===== src/acio_pkg.sv =====
// constants for the address-capable 8-bit i/o port and its avalon slave
// assumes one 100 MHz core clock; register space is word addressed
//
// Function
// [RULE1] - each pin has a write-only direction bit; reading it returns undefined.
// [RULE2] - direction clears on power-on reset and hardware standby; kept otherwise.
// [RULE3] - modes 1, 4, 5: every pin is an address output, direction ignored.
// [RULE4] - modes 2, 6: direction one gives address output, zero gives input.
// [RULE5] - modes 3, 7: direction one gives general output, zero gives input.
// [RULE6] - software standby: address outputs hold level or float, per external bit.
// [RULE7] - output data register is read/write, cleared like direction, kept otherwise.
// [RULE8] - pin-state register is read-only; software writes outputs to output data.
// [RULE9] - pin-state read gives output data where direction one, pin level otherwise.
// [RULE10] - pin-state follows pins after reset; holds through manual reset, software standby.
// [RULE11] - modes 2, 3, 6, 7: pull-up on only for input pins with control set.
// [RULE12] - pull-up control is read/write, cleared like direction, kept otherwise.
// [RULE13] - reduced variant has no port registers; pins are address outputs always.
// [RULE14] - modes 1, 4, 5: pull-ups stay off whatever the control bits say.
package acio_pkg;

  localparam int          PORT_W     = 8;
  localparam int          BUS_AW     = 18;
  localparam int          BUS_DW     = 32;
  localparam int          SYNC_W     = 12;

  // register indices; byte address is four times the index
  localparam logic [15:0] IDX_DIR    = 16'hfeba;
  localparam logic [15:0] IDX_LEVEL  = 16'hff5a;
  localparam logic [15:0] IDX_ODATA  = 16'hff6a;
  localparam logic [15:0] IDX_PULLUP = 16'hff71;

  localparam logic [7:0]  DIR_RST    = 8'h00;
  localparam logic [7:0]  ODATA_RST  = 8'h00;
  localparam logic [7:0]  PULLUP_RST = 8'h00;
  localparam logic [7:0]  LEVEL_RST  = 8'h00;
  // value returned by the write-only direction register
  localparam logic [7:0]  DIR_UNDEF  = 8'hff;
  localparam logic [7:0]  ALL_ONES   = 8'hff;

  localparam int          MODE_W     = 3;

  typedef enum logic [1:0] {
    FN_INPUT,
    FN_ADDR_OUT,
    FN_GEN_OUT
  } pin_fn_t;

endpackage : acio_pkg


===== src/acio_sync2.sv =====
// two-flop synchroniser for a group of asynchronous levels
// assumes the inputs change slowly compared with the core clock
`timescale 1ns/100ps
`default_nettype none
module acio_sync2 #(
  parameter int W = 8
) (
  input  wire logic         i_core_clk,
  input  wire logic         i_reset_n,
  input  wire logic [W-1:0] i_async,
  output logic      [W-1:0] o_sync
);

  logic [W-1:0] meta_r;

  // first stage is read by the second stage only
  always_ff @(posedge i_core_clk or negedge i_reset_n) begin
    if (!i_reset_n) begin
      meta_r <= '0;
      o_sync <= '0;
    end else begin
      meta_r <= i_async;
      o_sync <= meta_r;
    end
  end

endmodule : acio_sync2
`default_nettype wire


===== src/acio_port.sv =====
// address-capable 8-bit i/o port with an avalon-mm register slave
// assumes i_addr_bus is on the core clock; pins and straps are asynchronous
//
// Chosen here: the Avalon-MM slave port.
`timescale 1ns/100ps
`default_nettype none
module acio_port
  import acio_pkg::*;
(
  input  wire logic              i_core_clk,
  input  wire logic              i_reset_n,
  // avalon-mm slave
  input  wire logic [BUS_AW-1:0] i_avs_address,
  input  wire logic              i_avs_read,
  input  wire logic              i_avs_write,
  input  wire logic [BUS_DW-1:0] i_avs_writedata,
  input  wire logic [3:0]        i_avs_byteenable,
  output logic      [BUS_DW-1:0] o_avs_readdata,
  output logic                   o_avs_waitrequest,
  // system state
  input  wire logic [MODE_W-1:0] i_op_mode,
  input  wire logic              i_hw_standby,
  input  wire logic              i_sw_standby,
  input  wire logic              i_manual_reset,
  input  wire logic              i_standby_output_hold,
  input  wire logic              i_reduced_variant,
  // internal address bus
  input  wire logic [PORT_W-1:0] i_addr_bus,
  // pins
  input  wire logic [PORT_W-1:0] i_pin_in,
  output logic      [PORT_W-1:0] o_pin_out,
  output logic      [PORT_W-1:0] o_pin_oe,
  output logic      [PORT_W-1:0] o_pin_pullup
);

  logic [SYNC_W-1:0] async_in;
  logic [SYNC_W-1:0] sync_out;
  logic [PORT_W-1:0] pin_s;
  logic [MODE_W-1:0] mode_s;
  logic              hw_stby_s;
  logic              sw_stby_s;
  logic              man_rst_s;
  logic              hold_s;
  logic              reduced_s;

  logic [PORT_W-1:0] dir_r;
  logic [PORT_W-1:0] odata_r;
  logic [PORT_W-1:0] pullup_ctl_r;
  logic [PORT_W-1:0] level_r;
  logic              wait_r;
  logic [BUS_DW-1:0] rdata_r;

  logic              mode_addr_all;
  logic              mode_addr_sel;
  logic              mode_gen_sel;
  logic              pullup_mode;
  logic              req;
  logic              wr_go;
  logic              lane0;
  logic [15:0]       reg_idx;
  logic              idx_ok;
  logic [PORT_W-1:0] mix_level;
  logic [PORT_W-1:0] rd_byte;
  logic [PORT_W-1:0] pin_out_nxt;
  logic [PORT_W-1:0] pin_oe_nxt;
  logic [PORT_W-1:0] pullup_nxt;
  pin_fn_t           pin_fn [PORT_W];

  // every pin-facing level is resynchronised before use
  assign async_in = {i_pin_in, i_hw_standby, i_sw_standby,
                     i_manual_reset, i_standby_output_hold};

  acio_sync2 #(
    .W(SYNC_W)
  ) u_sync (
    .i_core_clk (i_core_clk),
    .i_reset_n  (i_reset_n),
    .i_async    (async_in),
    .o_sync     (sync_out)
  );

  assign pin_s     = sync_out[SYNC_W-1:4];
  assign hw_stby_s = sync_out[3];
  assign sw_stby_s = sync_out[2];
  assign man_rst_s = sync_out[1];
  assign hold_s    = sync_out[0];

  // mode and variant straps get their own synchroniser
  acio_sync2 #(
    .W(MODE_W + 1)
  ) u_sync_strap (
    .i_core_clk (i_core_clk),
    .i_reset_n  (i_reset_n),
    .i_async    ({i_op_mode, i_reduced_variant}),
    .o_sync     ({mode_s, reduced_s})
  );

  // mode decode
  always_comb begin
    mode_addr_all = 1'b0;
    mode_addr_sel = 1'b0;
    mode_gen_sel  = 1'b0;
    case (mode_s)
      3'h1, 3'h4, 3'h5: mode_addr_all = 1'b1;
      3'h2, 3'h6:       mode_addr_sel = 1'b1;
      3'h3, 3'h7:       mode_gen_sel  = 1'b1;
      default:          mode_addr_all = 1'b0;
    endcase
  end
  assign pullup_mode = (mode_addr_sel | mode_gen_sel) & ~reduced_s;

  // bus decode; a register sits in the low byte of its word
  assign req     = i_avs_read | i_avs_write;
  assign reg_idx = i_avs_address[BUS_AW-1:2];
  assign idx_ok  = (i_avs_address[1:0] == 2'h0) & ~reduced_s;
  assign lane0   = i_avs_byteenable[0];
  assign wr_go   = i_avs_write & ~wait_r & idx_ok & lane0 & ~hw_stby_s;

  // one wait cycle, then a single low cycle of waitrequest
  always_ff @(posedge i_core_clk or negedge i_reset_n) begin
    if (!i_reset_n) begin
      wait_r <= 1'b1;
    end else begin
      wait_r <= ~(req & wait_r);
    end
  end

  // direction register
  always_ff @(posedge i_core_clk or negedge i_reset_n) begin
    if (!i_reset_n) begin
      dir_r <= DIR_RST;                                        // [RULE2]
    end else if (hw_stby_s) begin
      dir_r <= DIR_RST;                                        // [RULE2]
    end else if (wr_go && reg_idx == IDX_DIR) begin
      dir_r <= i_avs_writedata[PORT_W-1:0];                    // [RULE1]
    end
  end

  // output data register
  always_ff @(posedge i_core_clk or negedge i_reset_n) begin
    if (!i_reset_n) begin
      odata_r <= ODATA_RST;                                    // [RULE7]
    end else if (hw_stby_s) begin
      odata_r <= ODATA_RST;                                    // [RULE7]
    end else if (wr_go && reg_idx == IDX_ODATA) begin
      odata_r <= i_avs_writedata[PORT_W-1:0];                  // [RULE7]
    end
  end

  // pull-up control register
  always_ff @(posedge i_core_clk or negedge i_reset_n) begin
    if (!i_reset_n) begin
      pullup_ctl_r <= PULLUP_RST;                              // [RULE12]
    end else if (hw_stby_s) begin
      pullup_ctl_r <= PULLUP_RST;                              // [RULE12]
    end else if (wr_go && reg_idx == IDX_PULLUP) begin
      pullup_ctl_r <= i_avs_writedata[PORT_W-1:0];             // [RULE12]
    end
  end

  // pin-state view: output data where direction is one, pin level where it is zero
  assign mix_level = (dir_r & odata_r) | (~dir_r & pin_s);     // [RULE9]

  // frozen through manual reset and software standby unless hardware standby is set
  always_ff @(posedge i_core_clk or negedge i_reset_n) begin
    if (!i_reset_n) begin
      level_r <= LEVEL_RST;
    end else if (hw_stby_s || !(man_rst_s || sw_stby_s)) begin
      level_r <= mix_level;                                    // [RULE10]
    end
  end

  // writes to the pin-state index fall through and change nothing
  always_comb begin
    rd_byte = '0;
    if (idx_ok) begin
      case (reg_idx)
        IDX_DIR:    rd_byte = DIR_UNDEF;                       // [RULE1]
        IDX_LEVEL:  rd_byte = level_r;                         // [RULE8]
        IDX_ODATA:  rd_byte = odata_r;
        IDX_PULLUP: rd_byte = pullup_ctl_r;
        default:    rd_byte = '0;
      endcase
    end
  end

  // read data is captured in the wait cycle and stands while waitrequest low
  always_ff @(posedge i_core_clk or negedge i_reset_n) begin
    if (!i_reset_n) begin
      rdata_r <= '0;
    end else if (i_avs_read && wait_r) begin
      rdata_r <= {{(BUS_DW - PORT_W){1'b0}}, rd_byte};
    end
  end

  // per-pin function
  for (genvar b = 0; b < PORT_W; b++) begin : g_pin
    always_comb begin
      if (reduced_s || mode_addr_all) begin
        pin_fn[b] = FN_ADDR_OUT;                               // [RULE3] [RULE13]
      end else if (mode_addr_sel) begin
        pin_fn[b] = dir_r[b] ? FN_ADDR_OUT : FN_INPUT;         // [RULE4]
      end else if (mode_gen_sel) begin
        pin_fn[b] = dir_r[b] ? FN_GEN_OUT : FN_INPUT;          // [RULE5]
      end else begin
        pin_fn[b] = FN_INPUT;
      end
    end

    always_comb begin
      pin_out_nxt[b] = 1'b0;
      pin_oe_nxt[b]  = 1'b0;
      case (pin_fn[b])
        FN_ADDR_OUT: begin
          // standby either freezes the last address level or floats it
          pin_out_nxt[b] = sw_stby_s ? o_pin_out[b] : i_addr_bus[b];
          pin_oe_nxt[b]  = ~sw_stby_s | hold_s;                // [RULE6]
        end
        FN_GEN_OUT: begin
          pin_out_nxt[b] = odata_r[b];
          pin_oe_nxt[b]  = 1'b1;
        end
        default: begin
          pin_out_nxt[b] = 1'b0;
          pin_oe_nxt[b]  = 1'b0;
        end
      endcase
      if (hw_stby_s) begin
        pin_oe_nxt[b] = 1'b0;
      end
    end

    assign pullup_nxt[b] = pullup_mode & ~dir_r[b] &
                           pullup_ctl_r[b];                    // [RULE11] [RULE14]
  end

  // pin drivers
  always_ff @(posedge i_core_clk or negedge i_reset_n) begin
    if (!i_reset_n) begin
      o_pin_out    <= '0;
      o_pin_oe     <= '0;
      o_pin_pullup <= '0;
    end else begin
      o_pin_out    <= pin_out_nxt;
      o_pin_oe     <= pin_oe_nxt;
      o_pin_pullup <= pullup_nxt;
    end
  end

  assign o_avs_readdata    = rdata_r;
  assign o_avs_waitrequest = wait_r;
endmodule : acio_port
`default_nettype wire


===== config.mk =====
export PLATFORM = sky130hd
export DESIGN_NAME = acio_port
export DESIGN_NICKNAME = d
export VERILOG_FILES = /design/src/acio_pkg.sv /design/src/acio_sync2.sv /design/src/acio_port.sv
export SDC_FILE = /design/constraint.sdc
export NUM_CORES = 1
export LEC_CHECK = 0
export ABC_AREA = 1
export ABC_CLOCK_PERIOD_IN_PS = 1760
export BUFFER_PORTS_ARGS = -buffer_cell sky130_fd_sc_hd__buf_2
export CAP_MARGIN = 20
export CORE_UTILIZATION = 40
export CTS_CLUSTER_DIAMETER = 80
export DETAILED_ROUTE_END_ITERATION = 10
export GPL_TIMING_DRIVEN = 0
export PLACE_DENSITY = 0.71
export RECOVER_POWER = 100
export SYNTH_ARGS = -nofsm -noshare
export SYNTH_HDL_FRONTEND = slang
export SYNTH_SLANG_ARGS = --single-unit
export TNS_END_PERCENT = 10

===== constraint.sdc =====
create_clock -name i_core_clk -period 1.76 [get_ports i_core_clk]
set_clock_uncertainty 0.15 [all_clocks]
set_input_delay 0.352 -clock i_core_clk [delete_from_list [all_inputs] [get_ports i_core_clk]]
set_output_delay 0.352 -clock i_core_clk [all_outputs]
set_load 0.1 [all_outputs]

Word-level counts from Yosys, hierarchy flattened
Cells that the tools add are included.

Equality and inequality tests: 35. Mux-type cells: 83. Bitwise logic cells: 43. Reductions and logical operators: 15.

Operators with widths (number): $eq A16 B16 Y1 const B (4); $mux W2 (32); $mux W8 (7); $pmux W1 S2 (16); $pmux W8 S4 (1); $mux W1 (27); $and A1 B1 Y1 (23); $and A8 B8 Y8 (2); $eq A2 B1 Y1 const B (8); $eq A2 B2 Y1 const B (8); $ne A2 B2 Y1 const B (8); $not A1 Y1 (13); $eq A3 B3 Y1 const B (4); $not A8 Y8 (1); $or A8 B8 Y8 (1); $eq A3 B2 Y1 const B (2); $reduce_bool A2 Y1 (3); $logic_and A1 B1 Y1 (4); $reduce_or A2 Y1 (2); $eq A3 B1 Y1 const B (1); $logic_or A1 B1 Y1 (3); $or A1 B1 Y1 (3); $reduce_or A3 Y1 (1); $logic_not A2 Y1 (1); $logic_not A1 Y1 (1).

Register bits: 97. Output and inout port bits: 57. Word-level logic and storage cells: 196.

Longest topological paths before layout
Gate-level depths: netlist of the first run.

Depth in word-level cells: 9. Mapped depth: 12. Depth with buffers taken out: 11.

By module
From an unflattened synthesis of the first run, not the netlist that was laid out.

Cell total of the unflattened synthesis: 500. Area, all modules: 4665.7 µm².

By module, submodules not included: acio_port (instances 1, cells each 468, area each 3865.0 µm², seq. area each 1627.8 µm²); acio_sync2 at u_sync (instances 1, cells each 24, area each 600.6 µm², seq. area each 600.6 µm²); acio_sync2 at u_sync_strap (instances 1, cells each 8, area each 200.2 µm², seq. area each 200.2 µm²).

Worst setup path after synthesis of the first run
OpenSTA, ideal clock, no wires.

Path kind: reg2reg. From: register u_sync_strap.o_sync[1]. To: register o_pin_out[2]. Setup time: 122 ps. Arrival: 1560 ps. Required time: 1488 ps. Setup slack: -73 ps. Cell stages (with the launch flop): 8. Buffers on the path: 0. Period minus slack after synthesis: 1833 ps. Path through: dfrtp_1 > o21ai_0 > nand2_1 > inv_1 > nand3_1 > ha_1 > a22o_1 > a32o_1.

Cells in the longest elaborated chain, start to end: 8.

RTL lines: start: declaration (line acio_sync2.sv:11) `output logic [W-1:0] o_sync`; start signal: assignment (line acio_sync2.sv:23) `o_sync <= meta_r;`; $eq A3 B2 Y1 or $eq A3 B3 Y1 (tied branches) (line acio_port.sv:103) `case (mode_s)`; $reduce_or A2 Y1 (line acio_port.sv:103); $mux W1 (line acio_port.sv:103); $mux W2 (line acio_port.sv:203) `end else if (mode_gen_sel) begin`; $mux W2 (line acio_port.sv:201) `end else if (mode_addr_sel) begin`; $mux W2 (*) (line acio_port.sv:199) `if (reduced_s || mode_addr_all) begin`; $eq A2 B2 Y1 or $eq A2 B1 Y1 (tied branches) (line acio_port.sv:213) `case (pin_fn[b])`; $pmux W1 S2 or $ne A2 B2 Y1 (tied branches); end signal: assignment (line acio_port.sv:244) `o_pin_out <= pin_out_nxt;`; end: declaration (line acio_port.sv:31) `output logic [PORT_W-1:0] o_pin_out,`.

Mark *: on every way between the ends. The rest lies on a longest branch, timed or not. A chain may end at the register's enable or synchronous reset.

Final worst setup path of the first run
From: register u_sync_strap.o_sync[1]. To: register o_pin_out[6].

The elaborated chain is that of the path after synthesis.

==> results.py, run 1 <==
metrics = {
    "timing": {
        "worstMarginPinSlew_ns": 1.01,
        "max_freq_mhz": 534,
        "setup_viol": 11,
        "rsz0062_at_grt": "yes",
        "maxSlewHeadroom_pct": 32.3,
        "tns_ns": -0.877,
        "finalMaxSlewViolations": 0,
        "fin_crit_sh_pct": 106,
        "hold_violations": 0,
        "fin_ws_ns": -0.111,
        "post-route-min-period_ns": 1.87,
    },
    "clock_tree": {
        "clkSinkCount": 97,
        "h-tree-depth": 3,
        "cts_made_buffers": 9,
        "clk_latency_ns": 0.35,
        "cts.reportedPaths.clkPinSlew_ns": 0.08,
        "clockBufferDepth": 2,
        "cts_root_buf": "clkbuf_16",
        "cts_tree": "done",
    },
    "synth": {
        "avgSynthCellArea_um2": 9.69,
        "ys_top_cells_by_area": "dfrtp_1 51%, nand2_1 7.6%, nand3_1 4.3%, ha_1 4.2%, a21oi_1 4.1%",
        "yosys-top-cells-count": "96 x dfrtp_1, 96 x nand2_1, 45 x inv_1",
        "yosysSeqAreaShare_pct": 51.5,
        "synth_area_um2": 4720,
        "ys_types": 38,
        "synth_ff_type": "dfrtp_1",
        "async_flop_share_pct": 100,
        "synth-edff-count": 0,
        "yosysWarnings": 0,
        "yosys.area.top_type_share_pct": 50.9,
        "netlist_instances": 487,
        "yosysTopAreaCell": "dfrtp_1",
        "ys_seq_elements": 97,
    },
    "placement": {
        "portBuffers": 87,
        "dp_slack_ns": -0.220,
        "place_congestion": 0.842,
        "dp_hpwl_um": 7940,
    },
    "worst_setup_path": {
        "crit_buf_inv": 1,
        "start_kind": "register",
        "crit_family": "compound AO/OA/AOI/OAI gates",
        "path_cells": "buf_12 > nor2_4 > a21oi_2 > ha_1 > a22o_1 > a32o_1",
        "crit_type": "reg -> reg",
        "critical_path.max_stage_delay_ns": 0.44,
        "critical_path_arrival_ns": 1.96,
        "worstSetupEndpointType": "register",
        "cp_slowest_cell": "dfrtp_2",
        "cp_max_fo": 8,
        "worst-endpoint-required_ns": 1.85,
    },
    "power_and_ir_drop": {
        "p_sw_uw": 1920,
        "p_comb_share_pct": 21.1,
        "clockPowerShare_pct": 35.1,
        "powerDensity_nw_per_um2": 906,
        "ir_worst_vdd_mv": 0.742,
        "power_leakage_uw": 0.00326,
        "switching_share_pct": 34.2,
        "p_int_uw": 3700,
        "seq_power_share_pct": 43.9,
    },
    "final_layout": {
        "antenna_cells": 0,
        "nets": 729,
        "areaGrowthSynthToFinish_pct": 31.4,
        "drive_gt1_share_pct": 34.9,
    },
    "global_route": {
        "grt_usage_pct": 19.0,
        "grt_pass1_vias": 3791,
        "grt_pass1_wl_um": 18400,
        "antenna_found_initial": 0,
        "grt_max_degree": 57,
        "grt_overflow": 0,
    },
    "die": {
        "io_pins": 139,
        "core-area_um2": 11500,
        "die-area_um2": 12200,
        "die_y_um": 111,
        "die_width_um": 111,
        "rows": 39,
        "start_util_pct": 41.2,
    },
    "flow_run": {
        "drv_cap": 0,
    },
    "route": {
        "vias": 3794,
        "avgRoutedWirePerCell_um": 14.3,
        "antenna_left": 0,
        "viasPerCell": 4.87,
        "first_pass_iters": 7,
        "wl_um": 11200,
        "first_iter_violations": 272,
        "drc": 0,
    },
    "status": {
        "status": "complete, but fails checks",
        "violations": "setup timing",
    },
    "worst_hold_path": {
        "min_path_type": "in -> reg",
    },
}
-- power by group through the flow --
| stage | combinational, uW | sequential [uW] | clock, uW |
|---|---|---|---|
| final | 1180 | 2460 | 1970 |
| after global routing | 1260 | 2480 | 2120 |
| after CTS | 1160 | 2460 | 2010 |
| after detailed placement | 1080 | 2500 | 0 |
| after global placement | 1060 | 2490 | 0 |
| after floorplan | 550 | 2770 | 0 |
-- layer usage --
layer / routed length [um] / GRT usage (%) / vias up / part of all wire, %
met4: 297 / 6.84 / 0 / 2.7
met1: 4790 / 24.4 / 1786 / 43
met5: 0 / 0 / - / 0
met2: 5500 / 32.3 / 149 / 49
met3: 585 / 3.24 / 23 / 5.2
li1: - / - / 1836 / -
-- cell usage in the layout (no fill, tap or decap), types with 6 or more instances in the layout --
cell type and n:
o21ai_2 8, inv_1 41, nor3b_1 8, o21ai_1 9
nor2_1 22, nand2_2 10, dfrtp_1 95, buf_2 53
nor2_4 6, ha_4 7, dlygate4sd3_1 17, inv_2 6
nand3_2 9, a21oi_2 8, a21oi_1 31, a32o_1 8
mux2i_1 7, nor3_2 6, buf_4 27, nand2_1 96
ha_1 6, clkbuf_2 35, a22o_1 8, conb_1 24
nand3_1 33, clkbuf_16 9
-- flip-flops by register name, indices dropped and copies added, names as in the netlist --
| name | flops |
|---|---|
| dir_r | 8 |
| odata_r | 8 |
| o_avs_waitrequest | 1 |
| u_sync_strap.meta_r | 4 |
| level_r | 8 |
| u_sync.meta_r | 12 |
| u_sync.o_sync | 12 |
| o_avs_readdata | 8 |
| o_pin_oe | 8 |
| pullup_ctl_r | 8 |
| u_sync_strap.o_sync | 4 |
| o_pin_out | 8 |
| o_pin_pullup | 8 |
-- layout make-up --
cell class | instances | area [um2]
Buffer | 33 | 251
Clock buffer | 9 | 225
Clock inverter | 7 | 81.3
Fill cell | 991 | 5270
Inverter | 52 | 214
Multi-Input combinational cell | 329 | 2130
Sequential cell | 97 | 2430
Tap cell | 143 | 179
Timing Repair Buffer | 109 | 682
-- stage by stage --
step / cell area, um2 / utilization, % / hold WS (ns) / instances / power, uW
floorplan: 4840 / - / -0.0936 / 510 / 3320
global placement: 5450 / 47.5 / 0.181 / 740 / 3550
detailed placement: 5480 / 47.8 / 0.186 / 741 / 3580
CTS: 6150 / 53.6 / 0.0247 / 778 / 5640
global route: 6200 / 54.1 / 0.0419 / 779 / 5860
finish: 6200 / 54.1 / 0.0333 / 779 / 5620
-- timing repair --
action | CTS | global route
setup endpoints to repair | 36 | 23
hold endpoints to repair | 57 | 0
resized for setup | 35 | 14
cloned | 1 | 0
pin swaps | 7 | 2
buffers inserted | 3 | 1
hold buffers | 17 | 0
-- worst paths after layout --
| path | startpoint | endpoint | slack [ns] | cells after the start |
|---|---|---|---|---|
| worst max-delay path | u_sync_strap.o_sync[1] | o_pin_out[6] | -0.11 | 6 |
| worst min-delay path | i_avs_write | o_avs_waitrequest | 0.03 | 2 |
| worst max register to register | u_sync_strap.o_sync[1] | o_pin_out[6] | -0.11 | 6 |
| worst min register to register | u_sync.meta_r[6] | u_sync.o_sync[6] | 0.20 | 0 |
| max in group asynchronous | i_reset_n | o_avs_waitrequest | 0.07 | 3 |
| min in group asynchronous | i_reset_n | u_sync.meta_r[3] | 0.55 | 2 |
-- kinds of logic after synthesis --
kind of cell / synth area share, %
compound gates: 10.5
fa+ha+maj: 4.24
buf+inv: 9.78
flops: 51.5
mux: 1.48
other cells: 0.0795
simple gates: 22.5
Power figures use the tool's default switching activity.
==> inputs of run 2 (changes only) <==
--- a/config.mk
+++ b/config.mk
@@ -7,13 +7,13 @@
 export LEC_CHECK = 0
 export ABC_AREA = 1
 export ABC_CLOCK_PERIOD_IN_PS = 1760
-export BUFFER_PORTS_ARGS = -buffer_cell sky130_fd_sc_hd__buf_2
 export CAP_MARGIN = 20
 export CORE_UTILIZATION = 40
 export CTS_CLUSTER_DIAMETER = 80
 export DETAILED_ROUTE_END_ITERATION = 10
+export DONT_BUFFER_PORTS = 1
 export GPL_TIMING_DRIVEN = 0
-export PLACE_DENSITY = 0.71
+export PLACE_DENSITY = 0.6
 export RECOVER_POWER = 100
 export SYNTH_ARGS = -nofsm -noshare
 export SYNTH_HDL_FRONTEND = slang
==> run 2 against run 1 <==
The flow finishes with violations (hold timing, setup timing); sequential power rose by 13%; count of clock-buffer cells in the layout is the same; via count is 9.9% lower; flip-flop and latch count did not move; critical path depth rose by 1; maximum frequency decreased by 0.36%; die area did not move; cell count fell by 9.6%; global-route usage barely moved; total power down 2.9%; sequential share of layout area rose by 2.6 points; critical endpoint is now o_pin_out[5]; largest cell class unchanged; highest routed layer unchanged.
==> results.py, run 2 (same netlist as run 1, synthesis figures left out) <==
metrics = {
    "power_and_ir_drop": {
        "seq_power_share_pct": 51.1,
        "powerDensity_nw_per_um2": 924,
        "ir_worst_vdd_mv": 0.722,
        "p_sw_uw": 1830,
        "power_uw": 5460,
        "power_leakage_uw": 0.00291,
        "p_comb_share_pct": 13.4,
        "clockPowerShare_pct": 35.5,
        "p_int_uw": 3630,
        "switching_share_pct": 33.6,
    },
    "route": {
        "avgRoutedWirePerCell_um": 15.7,
        "wl_um": 11100,
        "antenna_left": 0,
        "first_iter_violations": 191,
        "first_pass_iters": 4,
        "viasPerCell": 4.86,
        "drc": 0,
        "vias": 3420,
    },
    "placement": {
        "dp_hpwl_um": 7590,
        "dp_slack_ns": -0.217,
        "dp_cells": 653,
        "portBuffers": 0,
        "place_congestion": 0.846,
        "place_area_um2": 5010,
    },
    "die": {
        "io_pins": 139,
        "die_y_um": 111,
        "rows": 39,
        "core-area_um2": 11500,
        "die_width_um": 111,
        "start_util_pct": 41.2,
        "die-area_um2": 12200,
    },
    "timing": {
        "holdWs_ns": -0.456,
        "finalMaxSlewViolations": 0,
        "rsz0062_at_grt": "yes",
        "setup_viol": 18,
        "post-route-min-period_ns": 1.88,
        "maxSlewHeadroom_pct": 66.0,
        "fin_ws_ns": -0.118,
        "hold_violations": 97,
        "max_freq_mhz": 532,
        "worstMarginPinSlew_ns": 0.511,
        "fin_crit_sh_pct": 107,
    },
    "final_layout": {
        "fin_util_pct": 51.5,
        "areaGrowthSynthToFinish_pct": 25.2,
        "regArea_um2": 2470,
        "top_regs": "u_sync.meta_r x12, u_sync.o_sync x12",
        "finalInstanceArea_um2": 5910,
        "antenna_cells": 0,
        "fillers": 1012,
        "nets": 654,
        "drive_gt1_share_pct": 30.1,
        "final_cell_mix": "95 x nand2_1, 63 x dfrtp_1, 42 x inv_1, 34 x nand3_1, 33 x dfrtp_2",
        "mostFrequentLayoutCell": "nand2_1",
        "stdcell_count": 704,
        "multi_input_area_um2": 2140,
    },
    "flow_run": {
        "drv_cap": 0,
    },
    "clock_tree": {
        "cts-hold-fix-buffers": 25,
        "cts_root_buf": "clkbuf_16",
        "clk_latency_ns": 0.35,
        "clkSinkCount": 97,
        "h-tree-depth": 3,
        "clockBufferDepth": 2,
        "cts_tree": "done",
        "cts_made_buffers": 9,
        "cts.reportedPaths.clkPinSlew_ns": 0.07,
    },
    "global_route": {
        "grt_usage_pct": 19.1,
        "grt_pass1_vias": 3411,
        "grt_max_degree": 98,
        "antenna_found_initial": 0,
        "grt_pass1_wl_um": 17900,
        "grt_overflow": 0,
    },
    "worst_setup_path": {
        "critPathCapture": "o_pin_out[5]",
        "worst-endpoint-required_ns": 1.85,
        "crit_type": "reg -> reg",
        "worstSetupEndpointType": "register",
        "cp_max_fo": 8,
        "timing.rr.end": "o_pin_out[5]",
        "cp-startpoint": "u_sync_strap.o_sync[1]",
        "critical_path_arrival_ns": 1.97,
        "rrSetupSlack_ns": -0.12,
        "reg2reg_depth": 7,
        "start_kind": "register",
        "r2r_start": "u_sync_strap.o_sync[1]",
    },
    "worst_hold_path": {
        "min_path_type": "in -> async",
    },
    "status": {
        "status": "complete, but fails checks",
        "violations": "hold timing, setup timing",
    },
}
-- run 2: cell type report --
| class | count | share of cell area (%) |
|---|---|---|
| Buffer | 33 | 4.32 |
| Inverter | 52 | 3.68 |
| Clock buffer | 9 | 3.81 |
| Tap cell | 143 | 3.03 |
| Timing Repair Buffer | 34 | 5.80 |
| Sequential cell | 97 | 41.9 |
| Clock inverter | 7 | 1.25 |
| Multi-Input combinational cell | 329 | 36.2 |
-- run 2: power groups by stage --
stage | Sequential [uW] | Combinational, uW | Clock, uW
after detailed placement | 2810 | 608 | 0
after floorplan | 2770 | 550 | 0
after CTS | 2780 | 708 | 1980
after global routing | 2800 | 788 | 2070
final | 2790 | 734 | 1940
after global placement | 2810 | 596 | 0
-- run 2: worst min-delay path by stage --
stage	from	slack, ns	to	depth (start not counted)
CTS	i_reset_n	-0.47	o_pin_out[2]	0
finish	i_reset_n	-0.46	o_pin_oe[7]	0
global placement	i_reset_n	-0.09	o_pin_oe[2]	0
detailed placement	i_reset_n	-0.09	o_pin_oe[7]	0
floorplan	i_reset_n	-0.09	dir_r[0]	0
global route	i_reset_n	-0.47	o_pin_oe[7]	0
-- run 2: metal layers --
metal  share of wire [%]  global-route usage [%]
met4                 2.5                    7.73
met1                  43                    24.5
met3                 6.4                    5.21
met2                  48                    30.4
met5                   0                       0
-- run 2: timing repair --
| item | in CTS | in global routing |
|---|---|---|
| pin swaps | 9 | 3 |
| endpoints found under the setup margin | 71 | 42 |
| resized for setup | 60 | 17 |
| gates cloned | 1 | 0 |
| setup buffers | 6 | 3 |
| endpoints found under the hold margin | 121 | 97 |
-- run 2: metrics by stage --
stage | TNS [ns] | hold slack (ns)
finish | -0.920 | -0.456
floorplan | -0.0730 | -0.0936
global route | -3.15 | -0.471
CTS | -1.24 | -0.468
detailed placement | -3.24 | -0.0882
global placement | -2.12 | -0.0883
-- run 2: worst max-delay path: stages (launching register included) --
cell and delay (ns):
dfrtp_2 0.44, o21ai_4 0.19, nand2_4 0.14, inv_8 0.13, nand3_2 0.11, ha_4 0.20, a22o_1 0.21, a32o_1 0.20
